[config.mk]
export PLATFORM = sky130hd
export DESIGN_NAME = ebs_bridge_end_flat
export DESIGN_NICKNAME = d
export VERILOG_FILES = /design/src/ebs_pkg.sv /design/src/ebs_link_if.sv /design/src/ebs_fifo.sv /design/src/ebs_bridge_end.sv /design/src/flat_wrapper.sv
export VERILOG_INCLUDE_DIRS = /design/src
export SDC_FILE = /design/constraint.sdc
export NUM_CORES = 1
export LEC_CHECK = 0
export BUFFER_PORTS_ARGS = -buffer_cell sky130_fd_sc_hd__buf_2
export CORE_UTILIZATION = 52
export CTS_CLUSTER_DIAMETER = 30
export DETAILED_ROUTE_END_ITERATION = 10
export PLACE_DENSITY_LB_ADDON = 0.3
export SYNTH_ARGS = -nofsm -noshare
export SYNTH_HDL_FRONTEND = slang
export SYNTH_SLANG_ARGS = --single-unit
[constraint.sdc]
create_clock -name mclk_i -period 3.15 [get_ports mclk_i]
set_input_delay 0.315 -clock mclk_i [delete_from_list [all_inputs] [get_ports mclk_i]]
set_output_delay 0.315 -clock mclk_i [all_outputs]
set_load 0.05 [all_outputs]
[src/ebs_defs.svh]
`ifndef EBS_DEFS_SVH
`define EBS_DEFS_SVH
// Summary of operation
// RULE1: Eight-byte LE access keeps low address 000b.
// RULE2: Eight-byte memory store drives all eight strobes.
// RULE3: Eight-byte transfer never goes out as PCI.
// RULE4: LE eight-byte store written fully byte-reversed.
// RULE5: Memory reads fetch eight bytes, strobes all zero.
// RULE6: PCI read word replicated onto both halves.
// RULE7: LE read data swapped before reaching processor.
// RULE8: Processor XORs half-word LE address with 110b.
// RULE9: Processor XORs word LE address with 100b.
// RULE10: Memory reads use address bits above low three.
// RULE11: Big-endian mode passes data through unchanged.
// RULE12: Request sampled always; select changes between transactions.
// RULE13: Select updates only when host and PCI idle.
// RULE14: System drives request active for LE processor.
// RULE15: Instruction fetches swap like data reads.
// RULE16: LE processor never issues unaligned bus cycles.
// RULE17: Size code plus low address pick lanes.
// RULE18: Bridge unmunges with 111/110/100 in LE only.
// RULE19: Swapper moves whole bytes, bit order kept.
// RULE20: Select shows big-endian after reset.

// ----------------------------------------
// Transfer size codes
// ----------------------------------------
`define EBS_SIZE_DWORD 3'h0
`define EBS_SIZE_BYTE 3'h1
`define EBS_SIZE_HALF 3'h2
`define EBS_SIZE_WORD 3'h4

// ----------------------------------------
// Low-order address XOR masks
// ----------------------------------------
`define EBS_XOR_BYTE 3'h7
`define EBS_XOR_HALF 3'h6
`define EBS_XOR_WORD 3'h4
`define EBS_XOR_NONE 3'h0

// ----------------------------------------
// Sizes and reset values
// ----------------------------------------
`define EBS_FIFO_DEPTH 4
`define EBS_STROBE_ALL_N 8'h00
`define EBS_SEL_BIG_N 1'b1
`endif

[src/ebs_pkg.sv]
package ebs_pkg;
  // ----------------------------------------
  // Request word carried through the FIFO
  // ----------------------------------------
  typedef struct packed {
    logic write;
    logic pci;
    logic [31:0] addr;
    logic [2:0] size;
    logic [63:0] wdata;
  } ebs_req_t;

  // ----------------------------------------
  // State encodings
  // ----------------------------------------
  typedef enum logic [2:0] {
    EBS_D_IDLE = 3'b000,
    EBS_D_MEM = 3'b001,
    EBS_D_MRD = 3'b010,
    EBS_D_PCI = 3'b011,
    EBS_D_PRD = 3'b100
  } ebs_dev_state_t;

  typedef enum logic [1:0] {
    EBS_H_IDLE = 2'b00,
    EBS_H_REQ = 2'b01,
    EBS_H_WAIT = 2'b10
  } ebs_host_state_t;
endpackage : ebs_pkg

[src/ebs_link_if.sv]
`timescale 1ns/10ps
interface ebs_link_if;
  // Request from processor side, held until taken
  logic req_valid;
  logic req_ready;
  logic req_write;
  logic req_pci;
  logic [31:0] req_addr;
  logic [2:0] req_size;
  logic [63:0] req_wdata;
  // Completion, one-cycle pulse
  logic resp_valid;
  logic resp_err;
  logic [63:0] resp_rdata;
  // Endian mode handshake, active low
  logic endian_request_n;
  logic endian_select_n;

  modport dev (
    input req_valid, req_write, req_pci, req_addr, req_size, req_wdata,
    input endian_request_n,
    output req_ready, resp_valid, resp_err, resp_rdata, endian_select_n
  );
  modport host (
    output req_valid, req_write, req_pci, req_addr, req_size, req_wdata,
    output endian_request_n,
    input req_ready, resp_valid, resp_err, resp_rdata, endian_select_n
  );
endinterface : ebs_link_if

[src/ebs_fifo.sv]
`timescale 1ns/10ps
module ebs_fifo #(
  parameter int WIDTH = 8,
  parameter int DEPTH = 4
) (
  // Clock, reset, enable
  input wire logic mclk_i,
  input wire logic rstn_i,
  input wire logic ce_i,
  // Fill side
  input wire logic in_valid_i,
  output logic in_ready_o,
  input wire logic [WIDTH-1:0] in_data_i,
  // Drain side
  output logic out_valid_o,
  input wire logic out_ready_i,
  output logic [WIDTH-1:0] out_data_o
);
  localparam int PW = $clog2(DEPTH);
  localparam int CW = $clog2(DEPTH + 1);

  typedef struct packed {
    logic [DEPTH-1:0][WIDTH-1:0] mem;
    logic [PW-1:0] wp;
    logic [PW-1:0] rp;
    logic [CW-1:0] cnt;
  } ebs_fifo_state_t;

  ebs_fifo_state_t s_reg;
  ebs_fifo_state_t s_next;
  logic push;
  logic pop;

  // ----------------------------------------
  // Flags and next state
  // ----------------------------------------
  assign in_ready_o = (s_reg.cnt != CW'(DEPTH));
  assign out_valid_o = (s_reg.cnt != '0);
  assign out_data_o = s_reg.mem[s_reg.rp];
  assign push = in_valid_i & in_ready_o & ce_i;
  assign pop = out_valid_o & out_ready_i & ce_i;

  // Pointers wrap at the power-of-two depth
  always_comb begin
    s_next = s_reg;
    if (push) begin
      s_next.mem[s_reg.wp] = in_data_i;
      s_next.wp = s_reg.wp + PW'(1);
    end
    if (pop) begin
      s_next.rp = s_reg.rp + PW'(1);
    end
    if (push && !pop) begin
      s_next.cnt = s_reg.cnt + CW'(1);
    end else if (pop && !push) begin
      s_next.cnt = s_reg.cnt - CW'(1);
    end
  end

  // State register, frozen while the enable is low
  always_ff @(posedge mclk_i or negedge rstn_i) begin
    if (!rstn_i) begin
      s_reg <= '0;
    end else if (ce_i) begin
      s_reg <= s_next;
    end
  end
endmodule : ebs_fifo

[src/ebs_bridge_end.sv]
`timescale 1ns/10ps
`include "ebs_defs.svh"
module ebs_bridge_end (
  // Clock, reset, enable
  input wire logic mclk_i,
  input wire logic rstn_i,
  input wire logic ce_i,
  // Processor-side link
  ebs_link_if.dev link,
  // System memory port
  output logic mem_valid_o,
  input wire logic mem_ready_i,
  output logic mem_write_o,
  output logic [28:0] mem_dw_addr_o,
  output logic [7:0] mem_strobe_n_o,
  output logic [63:0] mem_wdata_o,
  input wire logic mem_rdata_valid_i,
  input wire logic [63:0] mem_rdata_i,
  // PCI port, one word per transaction
  output logic pci_valid_o,
  input wire logic pci_ready_i,
  output logic pci_write_o,
  output logic [31:0] pci_addr_o,
  output logic [3:0] pci_byte_en_n_o,
  output logic [31:0] pci_wdata_o,
  input wire logic pci_rdata_valid_i,
  input wire logic [31:0] pci_rdata_i,
  input wire logic pci_idle_i
);
  typedef struct packed {
    ebs_pkg::ebs_dev_state_t st;
    logic req_le;
    logic sel_le;
    logic write;
    logic mem_valid;
    logic [28:0] mem_dw_addr;
    logic [7:0] mem_strobe_n;
    logic [63:0] mem_wdata;
    logic pci_valid;
    logic [31:0] pci_addr;
    logic [3:0] pci_be_n;
    logic [31:0] pci_wdata;
    logic resp_valid;
    logic resp_err;
    logic [63:0] resp_rdata;
  } ebs_dev_reg_t;

  ebs_dev_reg_t s_reg;
  ebs_dev_reg_t s_next;
  ebs_pkg::ebs_req_t fifo_in;
  ebs_pkg::ebs_req_t cur;
  logic fifo_out_valid;
  logic fifo_out_ready;
  logic [2:0] xor_mask;
  logic [2:0] unm;
  logic [7:0] lanes;
  logic [63:0] wswap;
  logic [31:0] whalf;
  logic size_ok;
  logic [63:0] pci_dbl;

  // ----------------------------------------
  // Byte helpers
  // ----------------------------------------
  // Lane k of a 64-bit bus is bits [63-8k -: 8]; whole bytes only
  function automatic logic [63:0] swap64(input logic [63:0] d);
    logic [63:0] r;
    r = '0;
    for (int i = 0; i < 8; i++) begin
      r[8*i +: 8] = d[63-8*i -: 8]; // RULE19
    end
    return r;
  endfunction : swap64

  function automatic logic [31:0] swap32(input logic [31:0] d);
    return {d[7:0], d[15:8], d[23:16], d[31:24]};
  endfunction : swap32

  // Active lanes from unmunged offset and byte count
  function automatic logic [7:0] lane_mask(input logic [2:0] off, input logic [3:0] n);
    logic [7:0] m;
    m = '0;
    for (int k = 0; k < 8; k++) begin
      m[k] = (4'(k) >= {1'b0, off}) && (4'(k) < ({1'b0, off} + n));
    end
    return m;
  endfunction : lane_mask

  // ----------------------------------------
  // Request FIFO between link and bridge core
  // ----------------------------------------
  assign fifo_in = '{write: link.req_write, pci: link.req_pci, addr: link.req_addr,
                     size: link.req_size, wdata: link.req_wdata};
  assign fifo_out_ready = (s_reg.st == ebs_pkg::EBS_D_IDLE);

  ebs_fifo #(.WIDTH($bits(ebs_pkg::ebs_req_t)), .DEPTH(`EBS_FIFO_DEPTH)) u_req_fifo (
    .mclk_i(mclk_i),
    .rstn_i(rstn_i),
    .ce_i(ce_i),
    .in_valid_i(link.req_valid),
    .in_ready_o(link.req_ready),
    .in_data_i(fifo_in),
    .out_valid_o(fifo_out_valid),
    .out_ready_i(fifo_out_ready),
    .out_data_o(cur)
  );

  // ----------------------------------------
  // Unmunge and lane selection
  // ----------------------------------------
  always_comb begin
    xor_mask = `EBS_XOR_NONE;
    lanes = '0;
    size_ok = 1'b1;
    case (cur.size)
      `EBS_SIZE_BYTE: begin
        xor_mask = `EBS_XOR_BYTE;
        lanes = lane_mask(cur.addr[2:0] ^ (s_reg.sel_le ? `EBS_XOR_BYTE : 3'h0), 4'h1);
      end
      `EBS_SIZE_HALF: begin
        xor_mask = `EBS_XOR_HALF;
        lanes = lane_mask(cur.addr[2:0] ^ (s_reg.sel_le ? `EBS_XOR_HALF : 3'h0), 4'h2);
      end
      `EBS_SIZE_WORD: begin
        xor_mask = `EBS_XOR_WORD;
        lanes = lane_mask(cur.addr[2:0] ^ (s_reg.sel_le ? `EBS_XOR_WORD : 3'h0), 4'h4);
      end
      `EBS_SIZE_DWORD: begin
        // Double-word stays at offset 000b and never reaches PCI
        size_ok = (cur.addr[2:0] == 3'h0) && !cur.pci; // RULE1 RULE3
        lanes = 8'hff; // RULE2
      end
      default: begin
        size_ok = 1'b0;
      end
    endcase
  end

  // Unmunge only in little-endian mode
  assign unm = cur.addr[2:0] ^ (s_reg.sel_le ? xor_mask : 3'h0); // RULE18 RULE17
  // Swapper bypassed in big-endian mode
  assign wswap = s_reg.sel_le ? swap64(cur.wdata) : cur.wdata; // RULE4 RULE11
  assign whalf = unm[2] ? wswap[31:0] : wswap[63:32];
  assign pci_dbl = {swap32(pci_rdata_i), swap32(pci_rdata_i)}; // RULE6

  // ----------------------------------------
  // Transaction sequencer
  // ----------------------------------------
  always_comb begin
    s_next = s_reg;
    s_next.resp_valid = 1'b0;
    // Request level is watched every cycle
    s_next.req_le = ~link.endian_request_n; // RULE12
    case (s_reg.st)
      ebs_pkg::EBS_D_IDLE: begin
        if (fifo_out_valid) begin
          s_next.write = cur.write;
          if (!size_ok) begin
            s_next.resp_valid = 1'b1;
            s_next.resp_err = 1'b1;
          end else if (cur.pci) begin
            s_next.st = ebs_pkg::EBS_D_PCI;
            s_next.pci_valid = 1'b1;
            s_next.pci_addr = {cur.addr[31:3], unm[2], 2'b00};
            s_next.pci_be_n = unm[2] ? ~lanes[7:4] : ~lanes[3:0];
            s_next.pci_wdata = swap32(whalf);
          end else begin
            s_next.st = ebs_pkg::EBS_D_MEM;
            s_next.mem_valid = 1'b1;
            s_next.mem_dw_addr = cur.addr[31:3]; // RULE10
            s_next.mem_wdata = wswap;
            // Reads always fetch the whole double-word
            s_next.mem_strobe_n = cur.write ? ~lanes : `EBS_STROBE_ALL_N; // RULE5
          end
        end else if (!link.req_valid && pci_idle_i) begin
          // Nothing queued, nothing pending on either bus
          s_next.sel_le = s_reg.req_le; // RULE12 RULE13
        end
      end
      ebs_pkg::EBS_D_MEM: begin
        if (mem_ready_i) begin
          s_next.mem_valid = 1'b0;
          s_next.st = s_reg.write ? ebs_pkg::EBS_D_IDLE : ebs_pkg::EBS_D_MRD;
          s_next.resp_valid = s_reg.write;
          s_next.resp_err = 1'b0;
        end
      end
      ebs_pkg::EBS_D_MRD: begin
        if (mem_rdata_valid_i) begin
          s_next.st = ebs_pkg::EBS_D_IDLE;
          s_next.resp_valid = 1'b1;
          s_next.resp_err = 1'b0;
          // Fetches and loads share this one path
          s_next.resp_rdata = s_reg.sel_le ? swap64(mem_rdata_i) : mem_rdata_i; // RULE7 RULE15
        end
      end
      ebs_pkg::EBS_D_PCI: begin
        if (pci_ready_i) begin
          s_next.pci_valid = 1'b0;
          s_next.st = s_reg.write ? ebs_pkg::EBS_D_IDLE : ebs_pkg::EBS_D_PRD;
          s_next.resp_valid = s_reg.write;
          s_next.resp_err = 1'b0;
        end
      end
      ebs_pkg::EBS_D_PRD: begin
        if (pci_rdata_valid_i) begin
          s_next.st = ebs_pkg::EBS_D_IDLE;
          s_next.resp_valid = 1'b1;
          s_next.resp_err = 1'b0;
          s_next.resp_rdata = s_reg.sel_le ? swap64(pci_dbl) : pci_dbl; // RULE7
        end
      end
      default: begin
        s_next.st = ebs_pkg::EBS_D_IDLE;
      end
    endcase
  end

  // State register; select comes up big-endian
  always_ff @(posedge mclk_i or negedge rstn_i) begin
    if (!rstn_i) begin
      s_reg <= '0; // RULE20
    end else if (ce_i) begin
      s_reg <= s_next;
    end
  end

  // ----------------------------------------
  // Outputs
  // ----------------------------------------
  assign link.resp_valid = s_reg.resp_valid;
  assign link.resp_err = s_reg.resp_err;
  assign link.resp_rdata = s_reg.resp_rdata;
  assign link.endian_select_n = ~s_reg.sel_le;
  assign mem_valid_o = s_reg.mem_valid;
  assign mem_write_o = s_reg.write;
  assign mem_dw_addr_o = s_reg.mem_dw_addr;
  assign mem_strobe_n_o = s_reg.mem_strobe_n;
  assign mem_wdata_o = s_reg.mem_wdata;
  assign pci_valid_o = s_reg.pci_valid;
  assign pci_write_o = s_reg.write;
  assign pci_addr_o = s_reg.pci_addr;
  assign pci_byte_en_n_o = s_reg.pci_be_n;
  assign pci_wdata_o = s_reg.pci_wdata;
endmodule : ebs_bridge_end

[src/flat_wrapper.sv]
// flat-port wrapper written by rule: the top's interface ports become plain ports
module ebs_bridge_end_flat 
  (mclk_i, rstn_i, ce_i, mem_valid_o, mem_ready_i, mem_write_o, mem_dw_addr_o, mem_strobe_n_o, mem_wdata_o, mem_rdata_valid_i, mem_rdata_i, pci_valid_o, pci_ready_i, pci_write_o, pci_addr_o, pci_byte_en_n_o, pci_wdata_o, pci_rdata_valid_i, pci_rdata_i, pci_idle_i, link_req_valid, link_req_write, link_req_pci, link_req_addr, link_req_size, link_req_wdata, link_endian_request_n, link_req_ready, link_resp_valid, link_resp_err, link_resp_rdata, link_endian_select_n);
  ebs_link_if link_i ();
  input wire logic mclk_i;
  input wire logic rstn_i;
  input wire logic ce_i;
  output logic mem_valid_o;
  input wire logic mem_ready_i;
  output logic mem_write_o;
  output logic [28:0] mem_dw_addr_o;
  output logic [7:0] mem_strobe_n_o;
  output logic [63:0] mem_wdata_o;
  input wire logic mem_rdata_valid_i;
  input wire logic [63:0] mem_rdata_i;
  output logic pci_valid_o;
  input wire logic pci_ready_i;
  output logic pci_write_o;
  output logic [31:0] pci_addr_o;
  output logic [3:0] pci_byte_en_n_o;
  output logic [31:0] pci_wdata_o;
  input wire logic pci_rdata_valid_i;
  input wire logic [31:0] pci_rdata_i;
  input wire logic pci_idle_i;
  input wire logic [$bits(link_i.req_valid)-1:0] link_req_valid;
  input wire logic [$bits(link_i.req_write)-1:0] link_req_write;
  input wire logic [$bits(link_i.req_pci)-1:0] link_req_pci;
  input wire logic [$bits(link_i.req_addr)-1:0] link_req_addr;
  input wire logic [$bits(link_i.req_size)-1:0] link_req_size;
  input wire logic [$bits(link_i.req_wdata)-1:0] link_req_wdata;
  input wire logic [$bits(link_i.endian_request_n)-1:0] link_endian_request_n;
  output wire logic [$bits(link_i.req_ready)-1:0] link_req_ready;
  output wire logic [$bits(link_i.resp_valid)-1:0] link_resp_valid;
  output wire logic [$bits(link_i.resp_err)-1:0] link_resp_err;
  output wire logic [$bits(link_i.resp_rdata)-1:0] link_resp_rdata;
  output wire logic [$bits(link_i.endian_select_n)-1:0] link_endian_select_n;
  assign link_i.req_valid = link_req_valid;
  assign link_i.req_write = link_req_write;
  assign link_i.req_pci = link_req_pci;
  assign link_i.req_addr = link_req_addr;
  assign link_i.req_size = link_req_size;
  assign link_i.req_wdata = link_req_wdata;
  assign link_i.endian_request_n = link_endian_request_n;
  assign link_req_ready = link_i.req_ready;
  assign link_resp_valid = link_i.resp_valid;
  assign link_resp_err = link_i.resp_err;
  assign link_resp_rdata = link_i.resp_rdata;
  assign link_endian_select_n = link_i.endian_select_n;
  ebs_bridge_end u_core (.mclk_i(mclk_i), .rstn_i(rstn_i), .ce_i(ce_i), .link(link_i), .mem_valid_o(mem_valid_o), .mem_ready_i(mem_ready_i), .mem_write_o(mem_write_o), .mem_dw_addr_o(mem_dw_addr_o), .mem_strobe_n_o(mem_strobe_n_o), .mem_wdata_o(mem_wdata_o), .mem_rdata_valid_i(mem_rdata_valid_i), .mem_rdata_i(mem_rdata_i), .pci_valid_o(pci_valid_o), .pci_ready_i(pci_ready_i), .pci_write_o(pci_write_o), .pci_addr_o(pci_addr_o), .pci_byte_en_n_o(pci_byte_en_n_o), .pci_wdata_o(pci_wdata_o), .pci_rdata_valid_i(pci_rdata_valid_i), .pci_rdata_i(pci_rdata_i), .pci_idle_i(pci_idle_i));
endmodule
Word level (Yosys, flattened, before mapping)
Index checks and enable logic that the tools add are counted.
{"block": "classes", "n_addsub": 7, "n_mul": 0, "n_div": 0, "n_lt_le_gt_ge": 48, "n_eq_ne": 17, "shifts": 0, "mux": 45, "bitwise_logic": 15, "n_reduce_logical": 52}
{"op": "404-bit bitwise mux", "n": 1}
{"op": "101-bit binary-select mux with 2-bit select", "n": 1}
{"op": "101-bit demux with 2-bit select", "n": 1}
{"op": "101-bit two-way mux", "n": 2}
{"op": "64-bit two-way mux", "n": 3}
{"op": "173-bit two-way mux", "n": 1}
{"op": "171-bit two-way mux", "n": 1}
{"op": "66-bit two-way mux", "n": 2}
{"op": "64-bit case mux with 2 select lines", "n": 1}
{"op": "102-bit two-way mux", "n": 1}
{"op": "69-bit two-way mux", "n": 1}
{"op": "3-bit by 4-bit < comparator with 1-bit output (first input constant)", "n": 12}
{"op": "3-bit two-way mux", "n": 13}
{"op": "32-bit two-way mux", "n": 1}
{"op": "8-bit case mux with 4 select lines", "n": 1}
{"op": "3-bit greater-or-equal comparator (first input constant)", "n": 9}
{"op": "1-bit logical AND", "n": 26}
{"op": "1-bit by 4-bit < comparator with 1-bit output (first input constant)", "n": 6}
{"op": "2-bit by 4-bit < comparator with 1-bit output (first input constant)", "n": 6}
{"op": "1-bit by 3-bit greater-or-equal comparator with 1-bit output (first input constant)", "n": 6}
{"op": "2-bit by 3-bit greater-or-equal comparator with 1-bit output (first input constant)", "n": 6}
{"op": "3-bit case mux with 5 select lines", "n": 1}
{"op": "2-bit inequality test (second input constant)", "n": 7}
{"op": "6-bit AND reduction", "n": 2}
{"op": "other kinds (37)", "n": 73}
{"block": "totals", "ff_bits": 652, "latch_bits": 0, "ram_bits": 0, "romBits": 0, "in_bits": 207, "out_inout_bits": 241, "elab_cells": 206, "memories": 0}

Depth between registers and ports, before layout
Gate-level depths: netlist of the first run.
{"block": "depth", "ltp_word": 13, "depth_mapped": 12, "mapped_depth_nobuf": 9}

Hierarchy
Synthesis of the first run repeated with hierarchy kept, for this count alone.
{"block": "hier_totals", "cells_unflattened": 2584, "hier_area_um2": 34249.1}
{"mod": "ebs_fifo", "n_inst": 1, "cells_each": 1013, "area_per_inst_um2": 19641.3, "seq_area_each_um2": 10284.9}
{"mod": "ebs_bridge_end", "n_inst": 1, "cells_each": 1571, "area_per_inst_um2": 14607.8, "seq_area_each_um2": 6030.8}

Worst setup path before layout of the first run
No wires, ideal clock.
{"block": "synth_path", "path_kind": "register -> register", "start": "register u_core.u_req_fifo.s_reg[3] in the netlist's numbering", "end": "register u_core.s_reg (netlist bit u_core.pci_byte_en_n_o[0])", "setup_ns": 0.082, "t_arrival_ns": 2.835, "required_ns": 3.068, "path_slack_ns": 0.233, "path_stages_with_launch": 11, "n_path_buf": 2, "period_less_slack_ns": 2.917, "cell_sequence": "dfrtp_1 -> buf_4 -> mux4_2 -> xnor2_2 -> inv_1 -> buf_2 -> ha_1 -> a221oi_1 -> a211oi_1 -> or3_1 -> a31oi_1"}
{"block": "synth_between", "elab_chain_cells": 9}
{"item": "start, declared", "line": "ebs_fifo.sv:29", "rtl": "ebs_fifo_state_t s_reg;"}
{"item": "start signal, assigned", "line": "ebs_fifo.sv:65", "rtl": "s_reg <= s_next;"}
{"item": "101-bit binary-select mux with 2-bit select (*)", "line": "ebs_fifo.sv:39", "rtl": "assign out_data_o = s_reg.mem[s_reg.rp];"}
{"item": "101-bit two-way mux (not written as such) (*)", "line": "ebs_fifo.sv:39"}
{"item": "3-bit XOR, on equally long branches", "line": "ebs_bridge_end.sv:126, ebs_bridge_end.sv:118, ebs_bridge_end.sv:122"}
{"item": "3-bit by 3-bit adder with 4-bit output (tied with other cells)", "line": "ebs_bridge_end.sv:84", "rtl": "m[k] = (4'(k) >= {1'b0, off}) && (4'(k) < ({1'b0, off} + n));"}
{"item": "1-bit by 4-bit < comparator with 1-bit output / 3-bit by 4-bit < comparator with 1-bit output (equally long branches)", "line": "ebs_bridge_end.sv:84"}
{"item": "1-bit logical AND", "line": "ebs_bridge_end.sv:84"}
{"item": "8-bit case mux with 4 select lines", "line": "ebs_bridge_end.sv:115", "rtl": "case (cur.size)"}
{"item": "4-bit NOT", "line": "ebs_bridge_end.sv:165", "rtl": "s_next.pci_be_n = unm[2] ? ~lanes[7:4] : ~lanes[3:0];"}
{"item": "4-bit two-way mux", "line": "ebs_bridge_end.sv:165"}
{"item": "end signal, assigned", "line": "ebs_bridge_end.sv:224", "rtl": "s_reg <= s_next;"}
{"item": "end, declared", "line": "ebs_bridge_end.sv:48", "rtl": "ebs_dev_reg_t s_reg;"}
Every way passes the cells marked *; elsewhere a longest branch is shown, timed or not. The select of a mux whose other input is x is not followed.
A chain may end at the register's enable or synchronous reset.

Worst setup path in the final report of the first run
{"block": "layout_path", "start": "register u_core.u_req_fifo.s_reg[3] in the netlist's numbering", "end": "register u_core.s_reg (netlist bit u_core.pci_wdata_o[11])"}
{"block": "layout_between", "elab_chain_cells": 7}
{"item": "101-bit binary-select mux with 2-bit select (*)", "line": "ebs_fifo.sv:39"}
{"item": "101-bit two-way mux (not written as such) (*)", "line": "ebs_fifo.sv:39"}
{"item": "3-bit == test (tied with other cells)", "line": "ebs_bridge_end.sv:115"}
{"item": "3-bit case mux with 3 select lines", "line": "ebs_bridge_end.sv:115"}
{"item": "3-bit two-way mux", "line": "ebs_bridge_end.sv:140", "rtl": "assign unm = cur.addr[2:0] ^ (s_reg.sel_le ? xor_mask : 3'h0);"}
{"item": "3-bit XOR", "line": "ebs_bridge_end.sv:140"}
{"item": "32-bit two-way mux", "line": "ebs_bridge_end.sv:143", "rtl": "assign whalf = unm[2] ? wswap[31:0] : wswap[63:32];"}
Marked as above.

==> results of run 1 <==
==> layer usage <==
metal	vias up	global-route usage, %
met5	-	0
met4	10	11.1
met3	146	7.18
met2	655	44.7
met1	10515	35.0
li1	9282	-
==> Yosys cell counts (all sizes together), types with 2 or more instances <==
| master | number |
|---|---|
| a211oi | 4 |
| a21oi | 136 |
| a31oi | 8 |
| a41oi | 2 |
| and3 | 3 |
| buf | 282 |
| clkbuf | 104 |
| dfrtp | 652 |
| ha | 15 |
| inv | 16 |
| mux2 | 560 |
| mux2i | 99 |
| mux4 | 100 |
| nand2 | 136 |
| nand2b | 5 |
| nand3 | 8 |
| nand3b | 2 |
| nand4 | 3 |
| nand4b | 2 |
| nor2 | 106 |
| nor3 | 3 |
| nor4 | 4 |
| o211ai | 4 |
| o21a | 2 |
| o21ai | 115 |
| o22a | 2 |
| o22ai | 2 |
| o31ai | 8 |
| o41ai | 3 |
| or2 | 3 |
| or3 | 4 |
| xnor2 | 10 |
| xor2 | 4 |
==> per-stage QoR <==
stage,area [um2],hold WS [ps],util (%)
floorplan,31600,19.4,-
global placement,33200,312,55.8
detailed placement,33200,325,55.8
CTS,39200,16.2,65.9
global route,39200,61.8,65.9
finish,39200,61.5,65.9
==> where the power goes <==
part / internal [W] / total (W) / switching (W)
Combinational: 0.00959 / 0.0241 / 0.0145
Clock: 0.0102 / 0.0149 / 0.00464
Sequential: 0.0125 / 0.0148 / 0.00234
Total: 0.0323 / 0.0538 / 0.0215
==> logic make-up after synthesis <==
logic type	count (synthesis)	share of synthesized area, %
and+or+nand+nor	285	3.82
muxes	759	30.3
buffers and inverters	403	7.93
other	1	0.0119
AOI/OAI and AO/OA	296	5.12
xor gates and xnor gates	14	0.483
DFF	652	51.6
adders and majority gates	16	0.658
==> what timing repair did <==
action,CTS,global route
setup endpoints to repair,0,0
hold buffers,110,0
endpoints found under the hold margin,466,0
resized for setup,0,0
==> critical path, cell delays in order (launching register included) <==
cell and delay, ps:
dfrtp_4 530, mux4_2 640, o21ai_1 250, o211ai_2 200, xnor2_4 400, buf_12 270
mux2_2 370, o21ai_0 170
==> worst min path at each step <==
stage	from	slack, ps	endpoint
after floorplan	rstn_i	20	u_core.link.resp_err
after global placement	rstn_i	310	u_core.u_req_fifo.s_reg[402]
after detailed placement	rstn_i	320	u_core.u_req_fifo.s_reg[200]
after CTS	mem_rdata_i[22]	20	u_core.link.resp_rdata[46]
after global routing	mem_rdata_i[27]	60	u_core.link.resp_rdata[35]
final	mem_rdata_i[38]	60	u_core.link.resp_rdata[38]
==> cell usage in the layout, fill, tap and decap left out, types with 11 or more instances in the layout <==
| cell | count |
|---|---|
| a21oi_1 | 136 |
| buf_12 | 21 |
| buf_2 | 444 |
| buf_4 | 46 |
| bufinv_16 | 18 |
| clkbuf_1 | 24 |
| clkbuf_16 | 142 |
| clkbuf_8 | 21 |
| clkinv_2 | 26 |
| clkinvlp_4 | 11 |
| dfrtp_1 | 649 |
| diode_2 | 12 |
| dlygate4sd3_1 | 110 |
| ha_1 | 15 |
| inv_1 | 14 |
| mux2_1 | 26 |
| mux2_2 | 525 |
| mux2i_1 | 99 |
| mux4_2 | 100 |
| nand2_1 | 132 |
| nor2_1 | 106 |
| o21ai_0 | 86 |
| o21ai_1 | 29 |
==> layout make-up <==
cell class | instances | area share (%)
clock buffer | 187 | 10.0
antenna | 12 | 0.0766
timing repair buffer | 622 | 10.5
sequential | 652 | 41.6
clock inverter | 67 | 2.43
inverter | 17 | 0.166
multi-input combinational | 1372 | 32.7
tap | 773 | 2.47
==> results_dict.tcl, run 1 <==
set metrics [dict create \
    cap_viol_max_count 0 \
    firstDrtPassIters 5 \
    dr.first_iter.drc_count 1316 \
    period_needed_ps 2960 \
    cts_setup_buffers 0 \
    fin_nets 3026 \
    maxSlewViolCount 0 \
    regToRegEndpoint "u_core.pci_wdata_o[11]" \
    synth.top_cell.area_share_pct 51.6 \
    total_power_w 0.0538 \
    synth.distinct_cells 66 \
    synth.cell_area_um2 31600 \
    numClockSinks 652 \
    status "complete, no violations" \
    gp_congestion 0.939 \
    grtUsageTotal_pct 27.4 \
    fp.dieH_um 248 \
    rows 89 \
    arrival_ps 3570 \
    r2r_cells 7 \
    fin_setup_tns_ps 0 \
    path_class "reg2reg" \
    yosys.area.top_type "dfrtp_1" \
    period_share_pct 94.1 \
    fmaxAchievable_mhz 337 \
    insertion_delay_ps 710 \
    top_layer "met5" \
    routed_wl_um 83500 \
    worst-path-max-fanout 30 \
    start_util_pct 53.1 \
    die_area_um2 61700 \
    core_um2 59500 \
    ys.flop_type "dfrtp_1" \
    grt_pass1_wl_um 130000 \
    htreeDepth 4 \
    grt_pass1_vias 21695 \
    wl_per_cell_um 22.6 \
    reg2reg_slack_ps 190 \
    root_buffer "clkbuf_16" \
    grt_setup_unrepaired "false" \
    min_path_type "in2reg" \
    io_pins 448 \
    die_x_um 248 \
    cts_tree "built" \
    numCtsBuffers 138 \
    maxSlewHeadroom_pct 50.6 \
    route.met2.wl_um 40800 \
    multi_input_area_um2 12800 \
    worst_slack_ps 186 \
    startpoint_type "flop" \
    min_path_cells 4 \
    via_per_inst 5.57 \
    wl_met1_um 34800 \
    power.density_nw_per_um2 1370 \
    worst_pin_slew_ps 741 \
    setup_violations 0 \
    leakage_nw 18.0 \
    grt_overflow 0 \
    synth-seq-cells 652 \
    antenna_left 0 \
    async_flop_share_pct 100 \
    antenna_found_initial 16 \
    dp.cells 3326 \
    layout-drive-gt1-share_pct 48.1 \
    largest_reg_flops 411 \
    r2r_start "u_core.u_req_fifo.s_reg[3]" \
    place_ws_ps 238 \
    ys_top_cells_by_area "dfrtp_1 (52%), mux2_2 (19%), mux4_2 (7.1%), buf_4 (5.6%), mux2i_1 (3.1%)" \
    fillers 4267 \
    vias 20608 \
    synth.avg_cell_area_um2 13.0 \
    required_ps 3760 \
    synth-edff-count 0 \
    fin_skew_ps 21.9 \
    startpoint "u_core.u_req_fifo.s_reg[3]" \
    synthCells 2426 \
    peakVddDrop_v 0.000736 \
    clock_path_buffers 3 \
    crit_path_end_kind "flop" \
    register_area_um2 16300 \
    grt_max_degree 94 \
    dr_wl_met3_um 5130 \
    drc 0 \
    portBuffers 445 \
    detailed_place_hpwl_um 57700 \
    ys_warn_count 0 \
    yosysSeqAreaShare_pct 51.6 \
    area_growth_pct 24.1 \
    hold_violations 0 \
    crit_path_end "u_core.pci_wdata_o[11]" \
    clk_pin_slew_ps 40 \
    fin_cells 3702 \
]
(Power assumes the default switching activity.)
==> inputs of run 2 (changes only) <==
CELL_PAD_IN_SITES_DETAIL_PLACEMENT = 0   (was default)
CELL_PAD_IN_SITES_GLOBAL_PLACEMENT = 1   (was default)
CORE_UTILIZATION = 43   (was 52)
==> results_dict.tcl, run 2 (synthesis results as in run 1) <==
set metrics [dict create \
    slowest_stage "mux4_2" \
    worst-path-max-fanout 57 \
    grtUsageTotal_pct 23.2 \
    largest_reg_flops 411 \
    grt_max_degree 127 \
    detailed_place_hpwl_um 58800 \
    numCtsBuffers 153 \
    reg2reg_slack_ps 290 \
    layout-drive-gt1-share_pct 48.4 \
    fmaxAchievable_mhz 349 \
    power.density_nw_per_um2 1360 \
    io_pins 448 \
    firstDrtPassIters 7 \
    period_share_pct 90.8 \
    crit_family "buffers and inverters" \
    arrival_ps 3430 \
    maxSlewViolCount 0 \
    period_needed_ps 2860 \
    path_cells "mux4_2 -> buf_4 -> nor4_1 -> o211a_1 -> nand3_4 -> buf_12 -> buf_12 -> nand2_1 -> o21ai_0" \
    peakVddDrop_v 0.000864 \
    antenna_left 0 \
    die_x_um 273 \
    setup_violations 0 \
    worst_pin_slew_ps 898 \
    stdcell_area_um2 39800 \
    crit_buf_inv 3 \
    fin_setup_tns_ps 0 \
    wl_per_cell_um 22.1 \
    routed_wl_um 86200 \
    cp_common_cell "buf_12" \
    cts_tree "built" \
    dpl_cell_area_um2 33400 \
    drc 0 \
    cap_viol_max_count 0 \
    layout_commonest_cell "dfrtp_1" \
    min_path_type "in2reg" \
    grt_pass1_wl_um 132000 \
    fp.dieH_um 273 \
    grt_pass1_vias 21900 \
    antenna_found_initial 16 \
    area_growth_pct 25.9 \
    leakage_nw 18.2 \
    via_per_inst 5.30 \
    start_util_pct 43.4 \
    required_ps 3720 \
    fin_skew_ps 42.2 \
    clk_pin_slew_ps 50 \
    gp_congestion 0.873 \
    root_buffer "clkbuf_16" \
    crit_path_end_kind "flop" \
    core_um2 72800 \
    cts-resized-gates 0 \
    maxSlewHeadroom_pct 40.1 \
    status "complete, no violations" \
    portBuffers 445 \
    hold_violations 0 \
    clock_path_buffers 3 \
    htreeDepth 4 \
    insertion_delay_ps 720 \
    die_area_um2 74600 \
    path_class "reg2reg" \
    fillers 6026 \
    numClockSinks 652 \
    rows 99 \
    grt_overflow 0 \
    slowest_delay_ps 590 \
    dr.first_iter.drc_count 1026 \
    startpoint_type "flop" \
    final_cell_mix "dfrtp_1 (649), mux2_2 (525), buf_2 (444)" \
    fin_nets 3034 \
    grt_setup_unrepaired "false" \
    hold_ws_ps 52.1 \
    vias 20647 \
]
## run 2: repair_timing
item | CTS | global route
setup buffers | 0 | 0
hold buffers | 109 | 0
hold endpoints to repair | 458 | 0
## run 2: final cells by class
cell class                 instances  area (um2)  share of cell area (%)
antenna                            5        12.5                  0.0315
clock buffer                     212        4420                    11.1
clock inverter                    65         811                    2.04
inverter                          17        65.1                   0.164
multi-input combinational       1372       12800                    32.3
sequential                       652       16300                    41.1
tap                              959        1200                    3.02
timing repair buffer             615        4100                    10.3
## run 2: worst paths after layout
| path | startpoint | cells past startpoint | to |
|---|---|---|---|
| worst max-delay path | u_core.u_req_fifo.s_reg[3] | 9 | u_core.mem_wdata_o[49] |
| worst min-delay path | mem_rdata_i[35] | 4 | u_core.link.resp_rdata[27] |
| worst max register to register | u_core.u_req_fifo.s_reg[3] | 9 | u_core.mem_wdata_o[49] |
| worst min register to register | u_core.mem_wdata_o[63] | 2 | u_core.mem_wdata_o[63] |
| max in group asynchronous | rstn_i | 4 | u_core.u_req_fifo.s_reg[232] |
| min in group asynchronous | rstn_i | 2 | u_core.link.resp_rdata[54] |
## run 2: per-layer routing
metal	vias to the layer above	global-route usage, %	wire length, um
met3	160	6.16	5390
met2	586	36.7	40600
li1	9282	-	-
met1	10599	30.7	37900
met5	-	0	138
met4	20	8.37	2240
## run 2: through the flow
step / util, % / instances / setup slack (ps) / power (W)
6_report: 54.6 / 3897 / 288 / 0.0543
5_1_grt: 54.6 / 3897 / 90.2 / 0.0572
4_1_cts: 54.6 / 3892 / 274 / 0.0547
3_5_place_dp: 45.9 / 3506 / 280 / 0.0387
3_3_place_gp: 45.9 / 3506 / 286 / 0.0381
2_1_floorplan: - / 2427 / 233 / 0.0336
## run 2: tightest hold or removal path: stages
cell,delay [ps]
buf_2,90
mux2_2,130
a21oi_1,60
a21oi_1,130
## run 2: report_power, final
group	leakage, nW	switching (W)	internal, W
combinational	7.68	0.0144	0.00957
sequential	7.94	0.00227	0.0125
clock	2.53	0.00502	0.0105
